### src/design/pfsr_map.vh
// register offsets, field positions and reset values for the port fault status bank
`ifndef PFSR_MAP_VH
`define PFSR_MAP_VH
`define PFSR_OFF_P1_LOAD     8'h00
`define PFSR_OFF_P2_LOAD     8'h01
`define PFSR_OFF_ALERT_CC    8'h02
`define PFSR_OFF_P1_FAULT    8'h03
`define PFSR_BIT_P2_ALERT    7
`define PFSR_BIT_P1_ALERT    6
`define PFSR_BIT_P2_CC       5
`define PFSR_BIT_P1_CC       4
`define PFSR_BIT_ERR         7
`define PFSR_BIT_DISCH       6
`define PFSR_BIT_RESET       5
`define PFSR_BIT_KEEPOUT     4
`define PFSR_BIT_OVTEMP      3
`define PFSR_BIT_OVSUPPLY    2
`define PFSR_BIT_BACKBIAS    1
`define PFSR_BIT_OVCURR      0
`define PFSR_LOAD_RST        8'h00
`define PFSR_FAULT_RST       8'h20
`define PFSR_LSB_UA          13300
`define PFSR_FULL_CODE       8'hFF
`define PFSR_BACKBIAS_MV     150
`endif

### src/design/pfsr_regs.v
// port fault status register bank: load current, alert/cc status, port 1 fault flags
`timescale 1ns/1ps
`include "pfsr_map.vh"
module pfsr_regs #(
    parameter CODE_W = 8
) (
    input  wire              sys_clk_i,
    input  wire              sys_rst_i,
    input  wire [7:0]        reg_addr_i,
    input  wire              reg_rd_i,
    input  wire              reg_wr_i,
    input  wire [7:0]        reg_wdata_i,
    output reg  [7:0]        reg_rdata_o,
    output reg               reg_rvalid_o,
    input  wire              sleep_i,
    input  wire              active_i,
    input  wire [CODE_W-1:0] port1_adc_code_i,
    input  wire [CODE_W-1:0] port2_adc_code_i,
    input  wire              port1_switch_on_i,
    input  wire              port2_switch_on_i,
    input  wire              port1_discharging_i,
    input  wire              port2_discharging_i,
    input  wire              port1_const_current_i,
    input  wire              port2_const_current_i,
    input  wire              port1_alert_n_pin_i,
    input  wire              port2_alert_n_pin_i,
    input  wire              port1_power_enable_i,
    input  wire              auto_recovery_i,
    input  wire              port1_discharge_fail_i,
    input  wire              port1_undervolt_keepout_i,
    input  wire              overtemp_high_i,
    input  wire              supply_overvoltage_i,
    input  wire              port1_backbias_i,
    input  wire              port1_overcurrent_i,
    output reg               port1_alert_req_o,
    output reg               port2_alert_req_o,
    output reg               port1_error_state_o
);

    // synchronisers for all asynchronous status inputs
    localparam NSYNC = 16;
    wire [NSYNC-1:0] async_in = {port1_switch_on_i, port2_switch_on_i, port1_discharging_i, port2_discharging_i,
                                 port1_const_current_i, port2_const_current_i, port1_alert_n_pin_i,
                                 port2_alert_n_pin_i, port1_power_enable_i, sleep_i,
                                 port1_discharge_fail_i, port1_undervolt_keepout_i, overtemp_high_i,
                                 supply_overvoltage_i, port1_backbias_i, port1_overcurrent_i};
    reg  [NSYNC-1:0] sync1_r;
    reg  [NSYNC-1:0] sync2_r;
    always @(posedge sys_clk_i or posedge sys_rst_i) begin
        if (sys_rst_i) begin
            sync1_r <= {NSYNC{1'b0}};
            sync2_r <= {NSYNC{1'b0}};
        end else begin
            sync1_r <= async_in;
            sync2_r <= sync1_r;
        end
    end
    wire p1_sw      = sync2_r[15];
    wire p2_sw      = sync2_r[14];
    wire p1_dis     = sync2_r[13];
    wire p2_dis     = sync2_r[12];
    wire p1_cc      = sync2_r[11];
    wire p2_cc      = sync2_r[10];
    wire p1_alert_n = sync2_r[9];
    wire p2_alert_n = sync2_r[8];
    wire p1_pwr_en  = sync2_r[7];
    wire sleep_s    = sync2_r[6];
    wire [5:0] cond = sync2_r[5:0];

    reg        sleep_d_r;
    reg        pwr_en_d_r;
    // the synchroniser leaves reset at 0 while the enable pin may idle high, so edges
    // are ignored until both sync stages and the delay stage hold real pin values
    reg  [1:0] settle_r;
    wire       settled = (settle_r == 2'h3);
    reg [CODE_W-1:0] p1_code_r;
    reg [CODE_W-1:0] p2_code_r;
    reg [7:0]  flags_r;
    reg [7:0]  flags_nxt;
    reg [7:0]  status_r;
    reg [7:0]  rd_data_nxt;
    reg        err_nxt;

    wire sleep_entry = sleep_s & ~sleep_d_r;
    wire pwr_toggle  = settled & (p1_pwr_en ^ pwr_en_d_r);
    wire pwr_fall    = settled & pwr_en_d_r & ~p1_pwr_en;
    wire rd_fault    = reg_rd_i & (reg_addr_i == `PFSR_OFF_P1_FAULT);
    wire wr_err0     = reg_wr_i & (reg_addr_i == `PFSR_OFF_P1_FAULT) & ~reg_wdata_i[`PFSR_BIT_ERR];
    wire any_cond    = |cond;
    wire [5:0] other_flags = {flags_r[`PFSR_BIT_DISCH], flags_r[`PFSR_BIT_KEEPOUT], flags_r[`PFSR_BIT_OVTEMP],
                              flags_r[`PFSR_BIT_OVSUPPLY], flags_r[`PFSR_BIT_BACKBIAS], flags_r[`PFSR_BIT_OVCURR]};
    // reset flag counts as a set bit too: error is held until it is read away or power enable toggles
    wire others_set  = (|other_flags) | flags_r[`PFSR_BIT_RESET];

    always @(posedge sys_clk_i or posedge sys_rst_i) begin
        if (sys_rst_i) begin
            sleep_d_r  <= 1'b0;
            pwr_en_d_r <= 1'b0;
            settle_r   <= 2'h0;
        end else begin
            sleep_d_r  <= sleep_s;
            pwr_en_d_r <= p1_pwr_en;
            if (!settled) begin
                settle_r <= settle_r + 2'h1;
            end
        end
    end

    // code is stored raw: one LSB per 13.3 mA, 255 at full scale, unsigned
    always @(posedge sys_clk_i or posedge sys_rst_i) begin
        if (sys_rst_i) begin
            p1_code_r <= `PFSR_LOAD_RST;
            p2_code_r <= `PFSR_LOAD_RST;
        end else begin
            if (sleep_entry || sleep_s) begin
                p1_code_r <= `PFSR_LOAD_RST;
            end else if (!p1_sw || p1_dis) begin
                p1_code_r <= `PFSR_LOAD_RST;
            end else if (active_i) begin
                p1_code_r <= port1_adc_code_i;
            end
            if (sleep_entry || sleep_s) begin
                p2_code_r <= `PFSR_LOAD_RST;
            end else if (!p2_sw || p2_dis) begin
                p2_code_r <= `PFSR_LOAD_RST;
            end else if (active_i) begin
                p2_code_r <= port2_adc_code_i;
            end
        end
    end

    always @(posedge sys_clk_i or posedge sys_rst_i) begin
        if (sys_rst_i) begin
            status_r <= 8'h00;
        end else begin
            status_r <= {~p2_alert_n, ~p1_alert_n, p2_cc, p1_cc, 4'h0};
        end
    end

    // fault flags: set wins over any clear in the same cycle
    always @* begin
        flags_nxt = flags_r;
        err_nxt   = flags_r[`PFSR_BIT_ERR];
        if (rd_fault) begin
            // read returns old value this cycle; stale conditions and the reset flag clear
            flags_nxt[`PFSR_BIT_DISCH]    = flags_r[`PFSR_BIT_DISCH]    & cond[5];
            flags_nxt[`PFSR_BIT_KEEPOUT]  = flags_r[`PFSR_BIT_KEEPOUT]  & cond[4];
            flags_nxt[`PFSR_BIT_OVTEMP]   = flags_r[`PFSR_BIT_OVTEMP]   & cond[3];
            flags_nxt[`PFSR_BIT_OVSUPPLY] = flags_r[`PFSR_BIT_OVSUPPLY] & cond[2];
            flags_nxt[`PFSR_BIT_BACKBIAS] = flags_r[`PFSR_BIT_BACKBIAS] & cond[1];
            flags_nxt[`PFSR_BIT_OVCURR]   = flags_r[`PFSR_BIT_OVCURR]   & cond[0];
            flags_nxt[`PFSR_BIT_RESET]    = 1'b0;
        end
        if (pwr_toggle) begin
            flags_nxt[`PFSR_BIT_RESET] = 1'b0;
        end
        if (wr_err0 && !any_cond && !others_set) begin
            err_nxt = 1'b0;
        end
        if (auto_recovery_i && !any_cond && !others_set) begin
            err_nxt = 1'b0;
        end
        if (pwr_fall) begin
            err_nxt = 1'b0;
        end
        if (flags_r[`PFSR_BIT_ERR] && !err_nxt) begin
            flags_nxt[6] = 1'b0;
            flags_nxt[4:0] = 5'h00;
        end
        flags_nxt[`PFSR_BIT_DISCH]    = flags_nxt[`PFSR_BIT_DISCH]    | cond[5];
        flags_nxt[`PFSR_BIT_KEEPOUT]  = flags_nxt[`PFSR_BIT_KEEPOUT]  | cond[4];
        flags_nxt[`PFSR_BIT_OVTEMP]   = flags_nxt[`PFSR_BIT_OVTEMP]   | cond[3];
        flags_nxt[`PFSR_BIT_OVSUPPLY] = flags_nxt[`PFSR_BIT_OVSUPPLY] | cond[2];
        flags_nxt[`PFSR_BIT_BACKBIAS] = flags_nxt[`PFSR_BIT_BACKBIAS] | cond[1];
        flags_nxt[`PFSR_BIT_OVCURR]   = flags_nxt[`PFSR_BIT_OVCURR]   | cond[0];
        if (any_cond) begin
            err_nxt = 1'b1;
        end
        flags_nxt[`PFSR_BIT_ERR] = err_nxt;
    end

    // reset value sets the power-up flag; sleep does not touch flags
    always @(posedge sys_clk_i or posedge sys_rst_i) begin
        if (sys_rst_i) begin
            flags_r <= `PFSR_FAULT_RST;
        end else begin
            flags_r <= flags_nxt;
        end
    end

    // alert requests follow latched flags and live conditions, not the error bit, so software can
    // clear a stuck error without forcing the pin
    always @(posedge sys_clk_i or posedge sys_rst_i) begin
        if (sys_rst_i) begin
            port1_alert_req_o   <= 1'b0;
            port2_alert_req_o   <= 1'b0;
            port1_error_state_o <= 1'b0;
        end else begin
            port1_alert_req_o   <= |other_flags | any_cond;
            port2_alert_req_o   <= flags_r[`PFSR_BIT_OVTEMP] | flags_r[`PFSR_BIT_OVSUPPLY] | cond[3] | cond[2];
            port1_error_state_o <= flags_nxt[`PFSR_BIT_ERR];
        end
    end

    always @* begin
        case (reg_addr_i)
            `PFSR_OFF_P1_LOAD:  rd_data_nxt = p1_code_r;
            `PFSR_OFF_P2_LOAD:  rd_data_nxt = p2_code_r;
            `PFSR_OFF_ALERT_CC: rd_data_nxt = status_r;
            `PFSR_OFF_P1_FAULT: rd_data_nxt = flags_r;
            default:            rd_data_nxt = 8'h00;
        endcase
    end

    always @(posedge sys_clk_i or posedge sys_rst_i) begin
        if (sys_rst_i) begin
            reg_rdata_o  <= 8'h00;
            reg_rvalid_o <= 1'b0;
        end else begin
            reg_rvalid_o <= reg_rd_i;
            if (reg_rd_i) begin
                reg_rdata_o <= rd_data_nxt;
            end
        end
    end

endmodule // pfsr_regs

### config.mk
export PLATFORM = sky130hd
export DESIGN_NAME = pfsr_regs
export DESIGN_NICKNAME = d
export VERILOG_FILES = /design/src/design/pfsr_regs.v
export VERILOG_INCLUDE_DIRS = /design/src /design/src/design
export SDC_FILE = /design/constraint.sdc
export NUM_CORES = 1
export LEC_CHECK = 0
export BUFFER_PORTS_ARGS = -buffer_cell sky130_fd_sc_hd__buf_2
export CORE_ASPECT_RATIO = 1.4
export CORE_UTILIZATION = 30
export DETAILED_ROUTE_END_ITERATION = 7
export PLACE_DENSITY = 0.61
export SKIP_LAST_GASP = 1
export SYNTH_ARGS = -nofsm -noshare
export SYNTH_HDL_FRONTEND = slang
export SYNTH_SLANG_ARGS = --single-unit
### constraint.sdc
create_clock -name sys_clk_i -period 2.62 [get_ports sys_clk_i]
set_clock_uncertainty 0.05 [all_clocks]
set_input_delay 0.524 -clock sys_clk_i [delete_from_list [all_inputs] [get_ports sys_clk_i]]
set_output_delay 0.524 -clock sys_clk_i [all_outputs]
set_load 0.01 [all_outputs]
==> flow_metrics.tcl, run 1 <==
set metrics [dict create \
    syn_avg_cell_area_um2 14.1 \
    synth_common_cells "dfrtp_1, nor2_1, inv_1, mux2i_1, nand2_1" \
    cts_hold_buf 0 \
    finalMaxSlewViolations 0 \
    hold_path.class "input pin to async pin" \
    crit_chain "nor4_1 > nand4_1 > a221oi_4 > o21bai_1" \
    cts_resized 0 \
    finalCritPeriodShare 0.754 \
    path_buf_inv 0 \
    path_delay_family "simple AND/OR/NAND/NOR gates" \
    worst_pin_slew_ps 603 \
    avgViaCountPerCell 4.40 \
    setup_viol 0 \
    place_congestion 0.715 \
    status "finished clean" \
    setup_tns_ps 0 \
    rsz0062_at_grt "false" \
    power_leakage_uw 0.00168 \
    power_uw 2690 \
    cts_buffer_depth 2 \
    antenna_found_initial 0 \
    track_usage 0.120 \
    yosysSeqAreaShare 0.693 \
    crit_arrival_ps 2120 \
    synth_compound_gate_area_share 0.0622 \
    antennaDiodeCount 0 \
    synth_edf_count 0 \
    num_vias 1613 \
    yosys.cell_types.count 30 \
    netlist_area_mm2 0.00267 \
    cts_tree "yes" \
    die_h_um 114 \
    power.density_mw_per_mm2 781 \
    syn2layout_area_growth_pct 28.9 \
    grt_pass1_wl_um 8000 \
    drtPass1Iterations 4 \
    gr-total-overflow 0 \
    rows 40 \
    fin_nets 312 \
    cts_setup_buffers 0 \
    synth_top_area_cell "dfrtp_1" \
    synth_flop_cell "dfrtp_1" \
    synthTopCellsByArea "dfrtp_1, mux2i_1, mux4_2" \
    cp_max_fo 6 \
    ys_async_sr_fraction 1.00 \
    port_buffers 58 \
    totalWireLength_um 4900 \
    avgRoutedWirePerCell_um 13.3 \
    post-route-min-period_ps 1980 \
    hpwl_um 3690 \
    syn_nets 245 \
    ys_seq_elements 74 \
    numCtsBuffers 9 \
    num_io_pins 66 \
    synth_top_family_by_area "multiplexers" \
    clk_latency_ps 330 \
    relSlewSlack 0.594 \
    h-tree-depth 3 \
    drv_cap 0 \
    synth_most_common_cell "dfrtp_1" \
    die-width_um 81.8 \
    fmax_ghz 0.506 \
    ant_nets 0 \
    end_kind "flop" \
    muxShareOfSynthArea 0.115 \
    synth-xor-area-share 0.00655 \
    yosys_warnings 0 \
    placed_cells 351 \
    core_mm2 0.00861 \
    hold_viol 0 \
    slowest_stage "nor4_1" \
    start_kind "flop" \
    instances_no_fill 367 \
    drive_above_1_share 0.355 \
    crit_path_max_incr_delay_ps 560 \
    drtIter0Drc 104 \
    synthSimpleGateAreaFrac 0.0880 \
    ir_drop_mv 0.384 \
    grt_pass1_vias 1634 \
    initial_core_util 0.311 \
    crit_required_ps 2770 \
    netlist_instances 190 \
    fin_hold_ws_ps 216 \
    synth_adder_area_share 0.00468 \
    cts_root_buffer "clkbuf_16" \
    die-area_mm2 0.00930 \
    cts_sinks 74 \
    drc 0 \
    grt_max_degree 31 \
    synthDominantCellAreaShare 0.683 \
    clk_pin_slew_ps 50 \
    crit_type "flop to flop" \
]
routing by layer:
metal | global-route usage | share of wire
met1 | 0.138 | 0.40
met5 | 0 | 0
met3 | 0.0368 | 0.048
met4 | 0.0737 | 0.028
met2 | 0.192 | 0.52
cell type report:
class                           instances  area (um^2)
Fill cell                             843         5160
Sequential cell                        74         1850
Multi-Input combinational cell         95          738
Timing Repair Buffer                   61          325
Clock buffer                           12          267
Tap cell                              105          131
Clock inverter                          4         72.6
Inverter                               16         60.1
worst paths after layout:
check	start	endpoint	slack, ps	depth (start not counted)
worst max register to register	sync2_r[5]	flags_r[2]	640	4
worst min-delay path	sys_rst_i	sync1_r[12]	220	2
worst max-delay path	sync2_r[5]	flags_r[2]	640	4
worst min register to register	sync1_r[8]	sync2_r[8]	300	0
min in group sys_clk_i	port1_switch_on_i	sync1_r[15]	250	1
max in group asynchronous	sys_rst_i	flags_r[5]	1670	3
sequential cells by signal, indices dropped and copies added, names as in the netlist:
register / count
sync1_r: 16
sync2_r: 16
reg_rdata_o: 8
p1_code_r: 8
p2_code_r: 8
port1_alert_req_o: 1
pwr_en_d_r: 1
port2_alert_req_o: 1
status_r: 4
flags_r: 8
reg_rvalid_o: 1
settle_r: 2
kinds of logic after synthesis:
logic type      count (synthesis)
buf+inv                        21
flops                          74
mux                            25
xor+xnor                        2
simple gates                   46
compound gates                 21
fa+ha+maj                       1
where the power goes:
group          switching, uW  internal [uW]  total, uW  leakage (uW)
clock                    438            909       1350      0.000165
sequential              17.3           1180       1200      0.000888
combinational           76.3           68.2        144      0.000625
total                    531           2160       2690       0.00168
cells in the final DEF, fill, tap and decap left out, types with 4 or more instances in the layout:
master / Yosys / final
o22ai_1: 8 / 8
a22oi_1: 5 / 5
mux2i_1: 16 / 16
nor2_1: 22 / 22
buf_2: 3 / 58
dfrtp_1: 73 / 73
clkbuf_16: 0 / 9
mux4_2: 4 / 4
mux2_2: 5 / 5
inv_1: 16 / 15
nand2_1: 10 / 10
o21bai_1: 6 / 6
per-stage QoR:
| step | area (um^2) | util | setup WS (ps) |
|---|---|---|---|
| 2_1_floorplan | 2670 | - | 166 |
| 3_5_place_dp | 3110 | 0.361 | 588 |
| 6_report | 3450 | 0.400 | 643 |
| 5_1_grt | 3450 | 0.400 | 575 |
| 3_3_place_gp | 3110 | 0.361 | 633 |
| 4_1_cts | 3450 | 0.400 | 623 |
Note: power is estimated with default switching activity, not from simulation.
==> run 2: changes to the inputs <==
Clock period 2.62 ns to 1.9 ns, I/O delays scaled along.
==> run 2 against run 1 <==
- sequential power increased by 38%
- via count grew 0.43%
- final cell count grew 0.54%
- total power up 38%
- register-to-register slack got worse by 510 ps
- combinational power up 36%
- utilization grew 0.22 points
- worst hold slack worse by 110 ps
- first-iteration DRC count fell by 47%
- clock-buffer cell count is the same
- global-route usage increased by 0.32 points
- critical path type unchanged
==> flow_metrics.tcl, run 2 (synthesis results as in run 1) <==
set metrics [dict create \
    clk_latency_ps 330 \
    setup_tns_ps 0 \
    fmax_ghz 0.567 \
    initial_core_util 0.311 \
    avgRoutedWirePerCell_um 13.3 \
    track_usage 0.123 \
    gr-total-overflow 0 \
    numCtsBuffers 9 \
    grt_max_degree 39 \
    cts_buffer_depth 2 \
    hold_viol 0 \
    layout_commonest_cell "dfrtp_1" \
    crit_type "flop to flop" \
    finalMaxSlewViolations 0 \
    die_h_um 114 \
    totalWireLength_um 4890 \
    ir_drop_mv 0.445 \
    fin_nets 314 \
    worst_pin_slew_ps 471 \
    drtPass1Iterations 4 \
    cts_tree "yes" \
    avgViaCountPerCell 4.39 \
    hpwl_um 3700 \
    power.density_mw_per_mm2 1080 \
    post-route-min-period_ps 1760 \
    hold_path.class "input pin to flop" \
    crit_path_max_incr_delay_ps 420 \
    drv_cap 0 \
    status "finished clean" \
    start_kind "flop" \
    grt_pass1_vias 1726 \
    slowest_stage "a221oi_4" \
    top_regs "sync1_r x16, sync2_r x16" \
    power_leakage_uw 0.00168 \
    setup_viol 0 \
    antennaDiodeCount 0 \
    cts_sinks 74 \
    crit_arrival_ps 1910 \
    crit_chain "nor4_2 > buf_4 > nand4_1 > a221oi_4 > o21bai_1" \
    num_vias 1620 \
    place_congestion 0.742 \
    cp_max_fo 6 \
    die-area_mm2 0.00930 \
    cts_hold_buf 0 \
    drtIter0Drc 55 \
    crit_required_ps 2050 \
    die-width_um 81.8 \
    num_io_pins 66 \
    syn2layout_area_growth_pct 29.6 \
    ant_nets 0 \
    drive_above_1_share 0.367 \
    grt_pass1_wl_um 8140 \
    port_buffers 58 \
    drc 0 \
    layout_common_cells "dfrtp_1, buf_2, nor2_1, mux2i_1, inv_1" \
    finalCritPeriodShare 0.928 \
    cts_resized 0 \
    final_core_util 0.403 \
    cts_root_buffer "clkbuf_16" \
    end_kind "flop" \
    rows 40 \
    core_mm2 0.00861 \
    h-tree-depth 3 \
    clk_pin_slew_ps 60 \
    relSlewSlack 0.686 \
    cts_setup_buffers 0 \
    antenna_found_initial 0 \
]
[run 2: cell count changes in the layout (fill, tap and decap cells not counted)]
cell and change:
inv_2 -1, clkinvlp_4 +1, buf_12 -1, buf_4 +3, nor4_1 -2, nor4_2 +2
[run 2: final timing paths]
kind	cells past startpoint	slack, ps	to	from
worst max-delay path	5	140	flags_r[1]	flags_r[0]
worst min-delay path	1	100	sync1_r[4]	port1_undervolt_keepout_i
worst max register to register	5	140	flags_r[1]	flags_r[0]
worst min register to register	0	300	sync2_r[12]	sync1_r[12]
max in group asynchronous	3	1320	flags_r[5]	sys_rst_i
min in group asynchronous	3	120	sync2_r[9]	sys_rst_i
[run 2: where the power goes]
| part | switching, uW | internal [uW] | total, uW |
|---|---|---|---|
| registers | 25.4 | 1630 | 1660 |
| logic | 104 | 92.4 | 196 |
| clock network | 619 | 1250 | 1870 |
| total | 748 | 2980 | 3730 |
[run 2: metrics by stage]
stage	area (um^2)	std cells	hold slack, ps	worst slack, ps	power [uW]
3_5_place_dp	3110	353	286	26.2	1890
2_1_floorplan	2680	190	281	287	1800
4_1_cts	3450	369	87.8	71.5	3780
3_3_place_gp	3110	353	283	62.6	1880
6_report	3470	369	103	137	3730
5_1_grt	3470	369	86.1	-23.7	3880
[run 2: cell type report]
class | count | area, um^2
tap | 105 | 131
inverter | 16 | 63.8
timing repair buffer | 63 | 328
multi-input combinational | 95 | 751
sequential | 74 | 1850
clock inverter | 4 | 72.6
fill | 849 | 5140
clock buffer | 12 | 267
[run 2: worst max-delay path, delay by kind of cell (launching register included)]
kind,cells,cell delay (ps)
DFF,1,400
buffers and inverters,1,160
AOI/OAI and AO/OA,2,550
and+or+nand+nor,2,470
[run 2: layer usage]
metal	up-vias	routed length, um	track usage
met2	43	2650	0.207
li1	783	-	-
met4	0	157	0.0842
met5	-	0	0
met1	783	1840	0.130
met3	11	245	0.0352
